===== src/shared/ufs_pkg.sv =====
// Package of constants and types for the UART status flag block
// ============================================================
`default_nettype none
package ufs_pkg;
    // ============================================================
    // Queue geometry
    localparam int QUEUE_DEPTH = 256;
    localparam int CNT_W = 9;
    localparam logic [CNT_W-1:0] QUEUE_FULL_CNT = 9'h100;
    // ============================================================
    // Register word indices (byte address = 4 * index)
    localparam logic [7:0] IDX_CHANNEL_STATUS = 8'h01;
    localparam logic [7:0] IDX_CONTROL = 8'h10;
    localparam logic [7:0] IDX_TX_FILL = 8'h11;
    localparam logic [7:0] IDX_TX_DATA = 8'h12;
    localparam logic [7:0] IDX_RX_DATA = 8'h13;
    localparam logic [7:0] IDX_INT_STATUS = 8'h14;
    localparam logic [7:0] IDX_INT_MASK = 8'h15;
    localparam logic [7:0] IDX_FILL_LEVELS = 8'h16;
    // ============================================================
    // Status field positions
    localparam int BIT_RX_WAIT = 0;
    localparam int BIT_RX_FULL = 1;
    localparam int BIT_TX_SPACE = 2;
    localparam int BIT_CTRL_TX_EN = 0;
    // Interrupt bits: 0 rx char arrived, 1 rx full, 2 tx space, 3 rx lost
    localparam int IRQ_W = 4;
    localparam int BIT_IRQ_LOST = 3;
    // ============================================================
    // Reset values
    localparam logic [7:0] RST_TX_FILL = 8'hff;
    localparam logic RST_TX_EN = 1'b0;
    localparam logic [IRQ_W-1:0] RST_INT_MASK = 4'h0;
    // ============================================================
    // AXI responses
    localparam logic [1:0] RESP_OKAY = 2'b00;
    localparam logic [1:0] RESP_SLVERR = 2'b10;
endpackage
`default_nettype wire


===== src/logic/ufs_status.sv =====
// UART channel status flags with queues, AXI4-Lite registers and interrupt
//
// Decided for this implementation: the AXI4-Lite slave port.
`default_nettype none
module ufs_status
    import ufs_pkg::*;
(
    // Clock and reset
    input wire logic REF_CLK,
    input wire logic RST,
    // AXI4-Lite write address
    input wire logic [9:0] S_AXI_AWADDR,
    input wire logic S_AXI_AWVALID,
    output logic S_AXI_AWREADY,
    // AXI4-Lite write data
    input wire logic [31:0] S_AXI_WDATA,
    input wire logic [3:0] S_AXI_WSTRB,
    input wire logic S_AXI_WVALID,
    output logic S_AXI_WREADY,
    // AXI4-Lite write response
    output logic [1:0] S_AXI_BRESP,
    output logic S_AXI_BVALID,
    input wire logic S_AXI_BREADY,
    // AXI4-Lite read address
    input wire logic [9:0] S_AXI_ARADDR,
    input wire logic S_AXI_ARVALID,
    output logic S_AXI_ARREADY,
    // AXI4-Lite read data
    output logic [31:0] S_AXI_RDATA,
    output logic [1:0] S_AXI_RRESP,
    output logic S_AXI_RVALID,
    input wire logic S_AXI_RREADY,
    // Receiver side: character arriving from shift register logic
    input wire logic RX_CHAR_VALID,
    input wire logic [7:0] RX_CHAR_DATA,
    // Transmitter side: serializer pulls characters
    input wire logic TX_CHAR_TAKE,
    output logic TX_CHAR_VALID,
    output logic [7:0] TX_CHAR_DATA,
    // Status and interrupt
    output logic [7:0] CHANNEL_STATUS,
    output logic IRQ
);
    // ============================================================
    // Declarations
    logic aw_held_r;
    logic w_held_r;
    logic [7:0] aw_idx_r;
    logic [31:0] wdata_r;
    logic [3:0] wstrb_r;
    logic wr_fire;
    logic rd_fire;
    logic [7:0] ar_idx;
    logic tx_en_r;
    logic [7:0] tx_fill_threshold_r;
    logic [IRQ_W-1:0] int_stat_r;
    logic [IRQ_W-1:0] int_mask_r;
    logic [IRQ_W-1:0] int_event;
    logic hold_valid_r;
    logic [7:0] hold_data_r;
    logic rx_pop;
    logic rx_push;
    logic [7:0] rx_push_data;
    logic [7:0] rx_head;
    logic [CNT_W-1:0] rx_count;
    logic tx_push;
    logic tx_pop;
    logic [7:0] tx_head;
    logic [CNT_W-1:0] tx_count;
    logic rx_queue_full_flag_r;
    logic rx_char_waiting_r;
    logic tx_space_avail;
    logic tx_space_prev_r;
    logic rx_lost;
    logic [7:0] status_word;
    logic [31:0] rd_word;
    logic rd_ok;

    // Word index from byte address
    function automatic logic [7:0] word_idx(input logic [9:0] addr);
        return addr[9:2];
    endfunction

    // ============================================================
    // Write channel: address and data taken in either order
    assign wr_fire = aw_held_r && w_held_r && !S_AXI_BVALID;

    always_ff @(posedge REF_CLK) begin
        if (RST) begin
            aw_held_r <= 1'b0;
            w_held_r <= 1'b0;
            S_AXI_AWREADY <= 1'b0;
            S_AXI_WREADY <= 1'b0;
            aw_idx_r <= '0;
            wdata_r <= '0;
            wstrb_r <= '0;
        end else begin
            S_AXI_AWREADY <= !aw_held_r && !S_AXI_AWREADY;
            S_AXI_WREADY <= !w_held_r && !S_AXI_WREADY;
            if (S_AXI_AWVALID && S_AXI_AWREADY) begin
                aw_held_r <= 1'b1;
                S_AXI_AWREADY <= 1'b0;
                aw_idx_r <= word_idx(S_AXI_AWADDR);
            end
            if (S_AXI_WVALID && S_AXI_WREADY) begin
                w_held_r <= 1'b1;
                S_AXI_WREADY <= 1'b0;
                wdata_r <= S_AXI_WDATA;
                wstrb_r <= S_AXI_WSTRB;
            end
            if (wr_fire) begin
                aw_held_r <= 1'b0;
                w_held_r <= 1'b0;
            end
        end
    end

    // Write response, one cycle after both halves are held
    always_ff @(posedge REF_CLK) begin
        if (RST) begin
            S_AXI_BVALID <= 1'b0;
            S_AXI_BRESP <= RESP_OKAY;
        end else if (wr_fire) begin
            S_AXI_BVALID <= 1'b1;
            // Status and receive data are read-only: writes are refused
            S_AXI_BRESP <= (aw_idx_r == IDX_CONTROL || aw_idx_r == IDX_TX_FILL
                || aw_idx_r == IDX_TX_DATA || aw_idx_r == IDX_INT_STATUS
                || aw_idx_r == IDX_INT_MASK) ? RESP_OKAY : RESP_SLVERR;
        end else if (S_AXI_BREADY) begin
            S_AXI_BVALID <= 1'b0;
        end
    end

    // Control registers written from the bus, low byte only
    always_ff @(posedge REF_CLK) begin
        if (RST) begin
            tx_en_r <= RST_TX_EN;
            tx_fill_threshold_r <= RST_TX_FILL;
            int_mask_r <= RST_INT_MASK;
        end else if (wr_fire && wstrb_r[0]) begin
            if (aw_idx_r == IDX_CONTROL) begin
                tx_en_r <= wdata_r[BIT_CTRL_TX_EN];
            end
            if (aw_idx_r == IDX_TX_FILL) begin
                tx_fill_threshold_r <= wdata_r[7:0];
            end
            if (aw_idx_r == IDX_INT_MASK) begin
                int_mask_r <= wdata_r[IRQ_W-1:0];
            end
        end
    end

    // ============================================================
    // Read channel, answer one cycle after the address is taken
    assign ar_idx = word_idx(S_AXI_ARADDR);
    assign rd_fire = S_AXI_ARVALID && S_AXI_ARREADY;

    // Read mux; reading the receive data word pops the queue
    always_comb begin
        rd_word = '0;
        rd_ok = 1'b1;
        unique case (ar_idx)
            IDX_CHANNEL_STATUS: rd_word[7:0] = status_word;
            IDX_CONTROL: rd_word[0] = tx_en_r;
            IDX_TX_FILL: rd_word[7:0] = tx_fill_threshold_r;
            IDX_RX_DATA: rd_word[7:0] = rx_head;
            IDX_INT_STATUS: rd_word[IRQ_W-1:0] = int_stat_r;
            IDX_INT_MASK: rd_word[IRQ_W-1:0] = int_mask_r;
            IDX_FILL_LEVELS: rd_word = {7'h00, tx_count, 7'h00, rx_count};
            default: rd_ok = 1'b0;
        endcase
    end

    always_ff @(posedge REF_CLK) begin
        if (RST) begin
            S_AXI_ARREADY <= 1'b0;
            S_AXI_RVALID <= 1'b0;
            S_AXI_RDATA <= '0;
            S_AXI_RRESP <= RESP_OKAY;
        end else begin
            S_AXI_ARREADY <= !S_AXI_RVALID && !S_AXI_ARREADY && !rd_fire;
            if (rd_fire) begin
                S_AXI_ARREADY <= 1'b0;
                S_AXI_RVALID <= 1'b1;
                S_AXI_RDATA <= rd_word;
                S_AXI_RRESP <= rd_ok ? RESP_OKAY : RESP_SLVERR;
            end else if (S_AXI_RVALID && S_AXI_RREADY) begin
                S_AXI_RVALID <= 1'b0;
            end
        end
    end

    // ============================================================
    // Receive path: queue plus one held character in the shift register
    assign rx_pop = rd_fire && ar_idx == IDX_RX_DATA;
    // Held character goes in on the first read, into the slot just freed
    assign rx_push = hold_valid_r ? rx_pop
        : (RX_CHAR_VALID && (rx_count != QUEUE_FULL_CNT || rx_pop));
    assign rx_push_data = hold_valid_r ? hold_data_r : RX_CHAR_DATA;
    // A new arrival while holding overwrites the held one
    assign rx_lost = RX_CHAR_VALID && hold_valid_r && !rx_pop;

    // Shift-register hold, one extra character beyond a full queue
    always_ff @(posedge REF_CLK) begin
        if (RST) begin
            hold_valid_r <= 1'b0;
            hold_data_r <= '0;
        end else if (RX_CHAR_VALID
            && (hold_valid_r || (rx_count == QUEUE_FULL_CNT && !rx_pop))) begin
            hold_valid_r <= 1'b1;
            hold_data_r <= RX_CHAR_DATA;
        end else if (rx_pop) begin
            hold_valid_r <= 1'b0;
        end
    end

    ufs_queue u_rx_queue (
        .clk(REF_CLK),
        .rst(RST),
        .push(rx_push),
        .push_data(rx_push_data),
        .pop(rx_pop),
        .head(rx_head),
        .count(rx_count)
    );

    // Receive flags follow queue events, not direct writes
    always_ff @(posedge REF_CLK) begin
        if (RST) begin
            rx_queue_full_flag_r <= 1'b0;
            rx_char_waiting_r <= 1'b0;
        end else begin
            if (rx_push && !rx_pop && rx_count == QUEUE_FULL_CNT - 9'h001) begin
                rx_queue_full_flag_r <= 1'b1;
            end else if (rx_pop && !rx_push) begin
                rx_queue_full_flag_r <= 1'b0;
            end
            if (rx_push) begin
                rx_char_waiting_r <= 1'b1;
            end else if (rx_pop && rx_count == 9'h001) begin
                rx_char_waiting_r <= 1'b0;
            end
        end
    end

    // ============================================================
    // Transmit path: serializer drains only while enabled
    assign tx_push = wr_fire && wstrb_r[0] && aw_idx_r == IDX_TX_DATA;
    assign tx_pop = TX_CHAR_TAKE && TX_CHAR_VALID && tx_en_r;
    assign tx_space_avail = tx_count != QUEUE_FULL_CNT
        && tx_count <= {1'b0, tx_fill_threshold_r};

    ufs_queue u_tx_queue (
        .clk(REF_CLK),
        .rst(RST),
        .push(tx_push),
        .push_data(wdata_r[7:0]),
        .pop(tx_pop),
        .head(tx_head),
        .count(tx_count)
    );

    // Serializer offer: nothing is presented while disabled
    always_ff @(posedge REF_CLK) begin
        if (RST) begin
            TX_CHAR_VALID <= 1'b0;
            TX_CHAR_DATA <= '0;
        end else begin
            TX_CHAR_VALID <= tx_en_r && tx_count != '0 && !tx_push && !tx_pop;
            TX_CHAR_DATA <= tx_head;
        end
    end

    // ============================================================
    // Status word and interrupt
    always_comb begin
        status_word = '0;
        status_word[BIT_TX_SPACE] = tx_space_avail;
        status_word[BIT_RX_FULL] = rx_queue_full_flag_r;
        status_word[BIT_RX_WAIT] = rx_char_waiting_r;
    end

    assign int_event = {rx_lost, tx_space_avail && !tx_space_prev_r,
        rx_queue_full_flag_r, rx_push};

    // Sticky events, write one to clear; a new event wins over the clear
    always_ff @(posedge REF_CLK) begin
        if (RST) begin
            int_stat_r <= '0;
            tx_space_prev_r <= 1'b0;
            CHANNEL_STATUS <= '0;
            IRQ <= 1'b0;
        end else begin
            tx_space_prev_r <= tx_space_avail;
            CHANNEL_STATUS <= status_word;
            IRQ <= |(int_stat_r & int_mask_r);
            if (wr_fire && wstrb_r[0] && aw_idx_r == IDX_INT_STATUS) begin
                int_stat_r <= (int_stat_r & ~wdata_r[IRQ_W-1:0]) | int_event;
            end else begin
                int_stat_r <= int_stat_r | int_event;
            end
        end
    end
endmodule
`default_nettype wire


===== src/logic/ufs_queue.sv =====
// Byte queue of 256 entries with occupancy count
`default_nettype none
module ufs_queue
    import ufs_pkg::*;
(
    // Clock and reset
    input wire logic clk,
    input wire logic rst,
    // Fill side
    input wire logic push,
    input wire logic [7:0] push_data,
    // Drain side
    input wire logic pop,
    output logic [7:0] head,
    // Occupancy
    output logic [CNT_W-1:0] count
);
    logic [7:0] mem [QUEUE_DEPTH];
    logic [7:0] wr_ptr_r;
    logic [7:0] rd_ptr_r;
    logic [CNT_W-1:0] count_r;
    logic do_push;
    logic do_pop;

    // Guards: no push when full unless a pop frees a slot, no pop when empty
    assign do_pop = pop && (count_r != '0);
    assign do_push = push && (count_r != QUEUE_FULL_CNT || do_pop);
    assign head = mem[rd_ptr_r];
    assign count = count_r;

    // Storage, no reset needed
    always_ff @(posedge clk) begin
        if (do_push) begin
            mem[wr_ptr_r] <= push_data;
        end
    end

    // Pointers and count
    always_ff @(posedge clk) begin
        if (rst) begin
            wr_ptr_r <= '0;
            rd_ptr_r <= '0;
            count_r <= '0;
        end else begin
            if (do_push) begin
                wr_ptr_r <= wr_ptr_r + 8'h01;
            end
            if (do_pop) begin
                rd_ptr_r <= rd_ptr_r + 8'h01;
            end
            count_r <= count_r + CNT_W'(do_push) - CNT_W'(do_pop);
        end
    end
endmodule
`default_nettype wire


===== config.mk =====
export PLATFORM = sky130hd
export DESIGN_NAME = ufs_status
export DESIGN_NICKNAME = d
export VERILOG_FILES = /design/src/shared/ufs_pkg.sv /design/src/logic/ufs_status.sv /design/src/logic/ufs_queue.sv
export SDC_FILE = /design/constraint.sdc
export NUM_CORES = 2
export LEC_CHECK = 0
export BUFFER_PORTS_ARGS = -buffer_cell sky130_fd_sc_hd__buf_2
export CORE_AREA = 2 2 579 581
export CTS_CLUSTER_SIZE = 24
export DETAILED_ROUTE_END_ITERATION = 7
export DIE_AREA = 0 0 581 583
export GPL_TIMING_DRIVEN = 1
export PLACE_DENSITY_LB_ADDON = 0.08
export RECOVER_POWER = 50
export SYNTH_ARGS = -nofsm -noshare
export SYNTH_HDL_FRONTEND = slang
export SYNTH_SLANG_ARGS = --single-unit

===== constraint.sdc =====
create_clock -name REF_CLK -period 13.8 [get_ports REF_CLK]
set_input_delay 1.38 -clock REF_CLK [delete_from_list [all_inputs] [get_ports REF_CLK]]
set_output_delay 1.38 -clock REF_CLK [all_outputs]
set_load 0.03 [all_outputs]

## Yosys cells after proc, flatten, opt, wreduce, memory -nomap -nowiden

Memories as Yosys holds them, arrays and structs flattened. A register that Yosys moved wholly into a read port is not among the register bits.
Index checks and enable logic that the tools add are counted.

| cells by class | value |
|---|---|
| $lt $le $gt $ge | 1 |
| mux-type cells | 26 |
| bitwise logic cells | 5 |
| multipliers | 0 |
| eq/ne operators | 17 |
| add/sub/neg operators | 8 |
| div/mod/pow operators | 0 |
| shifts and indexed selects | 0 |
| reductions and logical operators | 71 |

Operators with widths:

| cell | number |
|---|---|
| 8-bit by 5-bit == test with 1-bit output (second input constant) | 11 |
| 1-bit logical AND | 34 |
| 8-bit by 1-bit adder with 8-bit output (second input constant) | 4 |
| 8-bit two-way mux | 3 |
| 9-bit by 1-bit adder with 9-bit output | 2 |
| 9-bit != test (second input constant) | 2 |
| 3-bit one-hot mux with 6 select lines | 1 |
| 9-bit nonzero test | 2 |
| 9-bit by 1-bit subtractor with 9-bit output | 2 |
| 17-bit two-way mux | 1 |
| 1-bit two-way mux | 16 |
| 1-bit zero test | 13 |
| 4-bit one-hot mux with 3 select lines | 1 |
| 2-bit nonzero test | 5 |
| 9-bit by 1-bit == test with 1-bit output (second input constant) | 1 |
| 9-bit by 8-bit == test with 1-bit output (second input constant) | 1 |
| 9-bit == test (second input constant) | 1 |
| 9-bit by 8-bit <= comparator with 1-bit output | 1 |
| 4-bit bitwise AND | 2 |
| 8-bit by 1-bit == test with 1-bit output (second input constant) | 1 |
| 1-bit logical OR | 8 |
| 4-bit OR | 2 |
| 2-bit OR reduction | 4 |
| 1-bit one-hot mux with 7 select lines | 1 |
| 6 further kinds | 9 |

| storage, ports and cells | value |
|---|---|
| memory bits (read-only) | 0 |
| memories | 2 |
| bits in writable memories | 4096 |
| register bits after elaboration | 149 |
| bits in latches | 0 |
| word-level logic and storage cells | 162 |

Memories:

| memory | words | bits a word | rd ports | clocked after memory_dff | wr ports | RTL line | source |
|---|---|---|---|---|---|---|---|
| u_rx_queue.mem | 256 | 8 | 1 | 1 | 1 | ufs_queue.sv:18 | `logic [7:0] mem [QUEUE_DEPTH];` |
| u_tx_queue.mem | 256 | 8 | 1 | 1 | 1 | ufs_queue.sv:18 |  |

## Longest topological paths before layout

| depth | value |
|---|---|
| depth in word-level cells | 9 |
| mapped depth | 16 |
| mapped depth without buffers | 16 |

## Hierarchy

A second synthesis with hierarchy kept.

| second synthesis, totals | value |
|---|---|
| cell total of the unflattened synthesis | 7993 |
| area total of the unflattened synthesis | 165207.2 um2 |

By module, submodules not included:

| module | cells an instance | sequential area each (um2) | times used | area an instance (um2) |
|---|---|---|---|---|
| ufs_queue (u_tx_queue) | 3757 | 62159.6 | 1 | 80684.9 |
| ufs_queue (u_rx_queue) | 3764 | 62159.6 | 1 | 80516.0 |
| ufs_status | 472 | 1701.6 | 1 | 4006.3 |

## Worst setup path after synthesis

No wires, ideal clock.

| timing path | value |
|---|---|
| path kind | input -> register |
| start | in S_AXI_ARADDR[5] |
| end | reg u_rx_queue.count_r[8] (netlist: u_rx_queue.count[8]) |
| stages | 16 |
| library setup time | 0.121 ns |
| path buffers | 2 |
| slack | 9.001 ns |
| arrival time | 4.678 ns |
| cell sequence | or4_1 > buf_2 > or4_4 > buf_6 > nor2_2 > ha_1 > inv_1 > ha_1 > fa_1 > a21oi_1 > o21bai_1 > a21oi_1 > o21bai_1 > a21oi_1 > o21bai_1 > mux2_2 |

| on the way | value |
|---|---|
| longest elaborated chain between the ends | 8 |

RTL lines:

| what | RTL line | source |
|---|---|---|
| start: declaration | ufs_status.sv:25 | `input wire logic [9:0] S_AXI_ARADDR,` |
| 8-bit by 5-bit == test with 1-bit output * | ufs_status.sv:195 | `assign rx_pop = rd_fire && ar_idx == IDX_RX_DATA;` |
| 1-bit logical AND * | ufs_status.sv:195 |  |
| 1-bit logical OR | ufs_status.sv:198 | `: (RX_CHAR_VALID && (rx_count != QUEUE_FULL_CNT \|\| rx_pop));` |
| 1-bit logical AND | ufs_status.sv:198 |  |
| 1-bit two-way mux | ufs_status.sv:197 | `assign rx_push = hold_valid_r ? rx_pop` |
| 1-bit logical AND | ufs_queue.sv:27 | `assign do_push = push && (count_r != QUEUE_FULL_CNT \|\| do_pop);` |
| 9-bit by 1-bit adder with 9-bit output | ufs_queue.sv:51 | `count_r <= count_r + CNT_W'(do_push) - CNT_W'(do_pop);` |
| 9-bit by 1-bit subtractor with 9-bit output * | ufs_queue.sv:51 |  |
| end signal: assignment | ufs_queue.sv:51 |  |
| end: declaration | ufs_queue.sv:21 | `logic [CNT_W-1:0] count_r;` |

Every way passes the cells marked *; elsewhere a longest branch is shown, timed or not.
A chain may end at the register's enable or synchronous reset.

## Worst setup path in the final report

| timing path | value |
|---|---|
| start | reg hold_valid_r |
| end | mem u_rx_queue.mem[122][0], data pin |

| on the way | value |
|---|---|
| longest elaborated chain between the ends | 1 |

RTL lines:

| what | RTL line | source |
|---|---|---|
| start: declaration | ufs_status.sv:59 | `logic hold_valid_r;` |
| start signal: assignment | ufs_status.sv:206 | `hold_valid_r <= 1'b0;` |
| start signal: assignment | ufs_status.sv:210 | `hold_valid_r <= 1'b1;` |
| start signal: assignment | ufs_status.sv:213 | `hold_valid_r <= 1'b0;` |
| 8-bit two-way mux | ufs_status.sv:199 | `assign rx_push_data = hold_valid_r ? hold_data_r : RX_CHAR_DATA;` |
| via rx_push_data[0] | ufs_status.sv:63 | `logic [7:0] rx_push_data;` |
| end: declaration | ufs_queue.sv:18 |  |

The timed path passes the listed nets, and every way through them passes these cells.

==> qor.csv <==
stage,metric,value,unit
timing,setup violators final,0,
drt,Antenna Violating Nets Remaining,0,
logic_synthesis,top_reg_cell synth,edfxtp_1,
worst_setup_path,R2R Path End,u_rx_queue.mem[122][0],
placed_design,HPWL after DPL,262400,µm
power_and_ir_drop,Leak,54.43,nW
worst_setup_path,Worst Setup End Kind,flop,
grt,Total Routing Usage GR,0.2575,
floorplanning,# IOs,132,
clock_tree,CTS max path bufs,4,
final_layout,final cell count without fillers,12920,
worst_setup_path,Crit. path cell count,3,
worst_setup_path,Setup Crit Path Kind,flop to flop,
logic_synthesis,cell count after synthesis,7959,
timing,Worst Max-Slew Pin Slew,6784,ps
worst_setup_path,Reg2Reg Depth,3,
clock_tree,Post-CTS Setup Repair Bufs,0,
logic_synthesis,register area share after synthesis,0.7612,
logic_synthesis,Yosys top cell area share,0.7438,
worst_setup_path,combined buffer and inverter count along the critical path,2,
timing,unrepaired setup endpoints after global routing,false,
worst_setup_path,crit path capture,u_rx_queue.mem[122][0],
clock_tree,Clock Sink Count,4239,
final_layout,Final nets,8294,
timing,minimum clock period,8280,ps
placed_design,Placed Cells,12130,
grt,pin count of the biggest net entering global routing,201,
drt,first drt pass iteration count,6,
worst_setup_path,critical path arrival,8910,ps
floorplanning,die width,581,µm
worst_setup_path,CP max stage delay,3020,ps
worst_setup_path,slowest CP cell,clkbuf_1,
grt,vias in the first global route,81740,
floorplanning,row cnt,212,
logic_synthesis,ys async rst share,0,
drt,Vias,80860,
clock_tree,# resized after CTS,0,
logic_synthesis,syn avg cell area,20.78,µm²
worst_setup_path,CP startpoint,hold_valid_r,
drt,WL final,438300,µm
placed_design,PortBufs,79,
timing,fin. max-slew vios,3494,
run_status,status,"finished, violations left",
clock_tree,CTS root buffer,clkbuf_16,
worst_setup_path,family with the most delay on the worst path,buffers and inverters,
worst_setup_path,"Req. time, crit path",14440,ps
run,Max-cap violations,45,
final_layout,Layout fillers,25260,
grt,GRT Residual Overflow,0,
worst_hold_path,HP Class,flop to flop,
worst_setup_path,FF-to-FF Start,hold_valid_r,
timing,"Hold Vio Cnt, Final",0,
timing,Layout Skew,34.23,ps
drt,DR iter-0 viols,8652,
logic_synthesis,#FFs+latches synth,4239,
timing,Max-slew headroom,-3.523,
grt,first-pass GRT wire length,619600,µm
final_layout,share of layout cells above drive strength 1,0.2276,
clock_tree,H-tree lvl count,5,
clock_tree,cts bufs inserted,432,
power_and_ir_drop,Power per Cell Area,144.2,nW/µm²
final_layout,Area Growth Syn to Fin,11.30,%
drt,vias per cell,6.256,
worst_setup_path,crit start category,flop,
logic_synthesis,Post-Synthesis Cell Area,165400,µm²
drt,DRC violation count after routing,0,
clock_tree,TritonCTS clock tree,yes,
clock_tree,clk_lat worst skew,970,ps
logic_synthesis,largest area contributor in the netlist,edfxtp_1,
worst_setup_path,"reg-to-reg slack, setup",5520,ps
floorplanning,chip height,583,µm
timing,Final Cycle Share,0.6000,
logic_synthesis,distinct cell type count after synthesis,78,
timing,Setup TNS,0,ps
placed_design,placer congestion estimate,0.8624,
power_and_ir_drop,peak supply drop,128.3,µV
logic_synthesis,Post-synth EDFFs,4096,
logic_synthesis,most common cell in the netlist,edfxtp_1,
floorplanning,die area,338700,µm²
worst_hold_path,hold_sp,S_AXI_RDATA[16],
logic_synthesis,"top cells by area, synth","edfxtp_1, mux4_2, dfxtp_1",
grt,initial antenna violation count,8,
floorplanning,CORE AREA,332400,µm²
logic_synthesis,commonest cells in the netlist,"edfxtp_1, mux4_2, nor2_1",
clock_tree,clock slew at reported path FFs,60,ps
timing,f_max,0.1208,GHz
clock_tree,CTS Hold Bufs,0,
logic_synthesis,synthesis warning total,0,
run_status,failing checks,"capacitance limit, slew limit",
worst_setup_path,worst-path cell chain,mux2_1 > clkbuf_1 > buf_4,
floorplanning,Initial Utilization,0.4975,
worst_setup_path,worst-path maximum fanout,100,
drt,DR WL/cell,33.91,µm
-- through the flow --
| step | area [µm²] | setup WS (ps) | power (W) | util | hold slack, ps |
|---|---|---|---|---|---|
| 2_1_floorplan | 165400 | 9001 | 0.01504 | - | 431.3 |
| 3_3_place_gp | 170700 | 7914 | 0.01532 | 0.5136 | 433.5 |
| 3_5_place_dp | 170700 | 7887 | 0.01536 | 0.5136 | 447.8 |
| 4_1_cts | 184400 | 7881 | 0.02666 | 0.5547 | 455.8 |
| 5_1_grt | 184000 | 4935 | 0.02725 | 0.5537 | 470.3 |
| 6_report | 184000 | 5520 | 0.02653 | 0.5537 | 456.8 |
-- worst register-to-register path, cell delays in order (launching register included) --
cell,delay (ps)
dfxtp_1,700
mux2_1,2810
clkbuf_1,3160
buf_4,1220
-- kinds of logic (layout without fill, tap and decap cells) --
group,Yosys count,in the layout,synth area share
multiplexers,1357,1357,0.1631
AO/OA/AOI/OAI,544,544,0.02247
adder cells (fa/ha/maj),47,47,0.003647
other,1,31,0.00002268
flip-flops,4239,4239,0.7612
buffers and inverters,530,1078,0.01520
AND/OR/NAND/NOR,1203,1203,0.03242
XOR/XNOR,38,38,0.002013
-- layout by cell type (no fill, tap or decap), types with 13 or more instances in the layout --
cell type	synthesis	layout
o22ai_1	68	68
clkinv_1	1	94
o221ai_1	37	37
nand4_1	22	22
inv_1	44	43
nand2b_1	20	18
nor2_1	648	646
ha_1	45	45
and3_1	19	19
nand2_1	221	212
a22o_1	13	13
nor4_1	15	15
a31oi_1	19	19
xnor2_1	20	20
dfxtp_1	143	132
xor2_1	18	18
conb_1	1	21
edfxtp_1	4096	4096
buf_12	0	15
mux2i_1	247	247
nand3_1	86	86
mux2_2	45	37
o21ai_0	56	56
nor3_1	54	54
a21oi_1	123	124
clkinv_2	0	91
mux4_2	1065	1065
buf_2	119	40
clkbuf_1	216	158
buf_4	82	118
clkbuf_16	0	441
a22oi_1	88	88
bufinv_16	0	37
and2_1	19	19
a211oi_1	23	23
nor2b_1	50	46
-- report_power, final --
group | total, W | internal (W) | switching (W)
sequential | 0.0144 | 0.0144 | 0.0000521
combinational | 0.000695 | 0.000118 | 0.000578
clock | 0.0114 | 0.00654 | 0.00486
-- flip-flops by register name, indices dropped and copies added (netlist names), 9 cells and up, named ones only --
signal,flops
S_AXI_RDATA,18
u_rx_queue.count,9
u_tx_queue.count,9
u_rx_queue.mem,2048
u_tx_queue.mem,2048
-- layout make-up --
class | count | area (µm²) | share of cell area
flip-flops and latches | 4239 | 125900 | 0.6841
multi-input cells | 3210 | 37120 | 0.2017
clock buffers | 533 | 11420 | 0.06205
well taps | 4387 | 5489 | 0.02983
clock inverters | 254 | 2252 | 0.01224
repair buffers | 244 | 1653 | 0.008981
inverters | 47 | 185.2 | 0.001006
diodes | 10 | 25.02 | 0.0001360
-- per-layer routing --
layer  share of wire  global-route usage  wire [µm]
met5        0.000030                   0         13
met1            0.40              0.3489     173200
met4           0.043             0.09874      18930
met2            0.50              0.4303     220500
met3           0.059             0.03210      25670
-- how the worst min path moves through the flow --
stage                           end  slack (ps)  cells past startpoint
floorplan               aw_idx_r[3]         430                      2
global placement      S_AXI_ARREADY         430                      1
detailed placement  S_AXI_RDATA[21]         450                      2
CTS                 S_AXI_RDATA[21]         460                      2
global route        S_AXI_RDATA[21]         470                      2
finish              S_AXI_RDATA[16]         460                      2
Note: power is estimated with default switching activity, not from simulation.
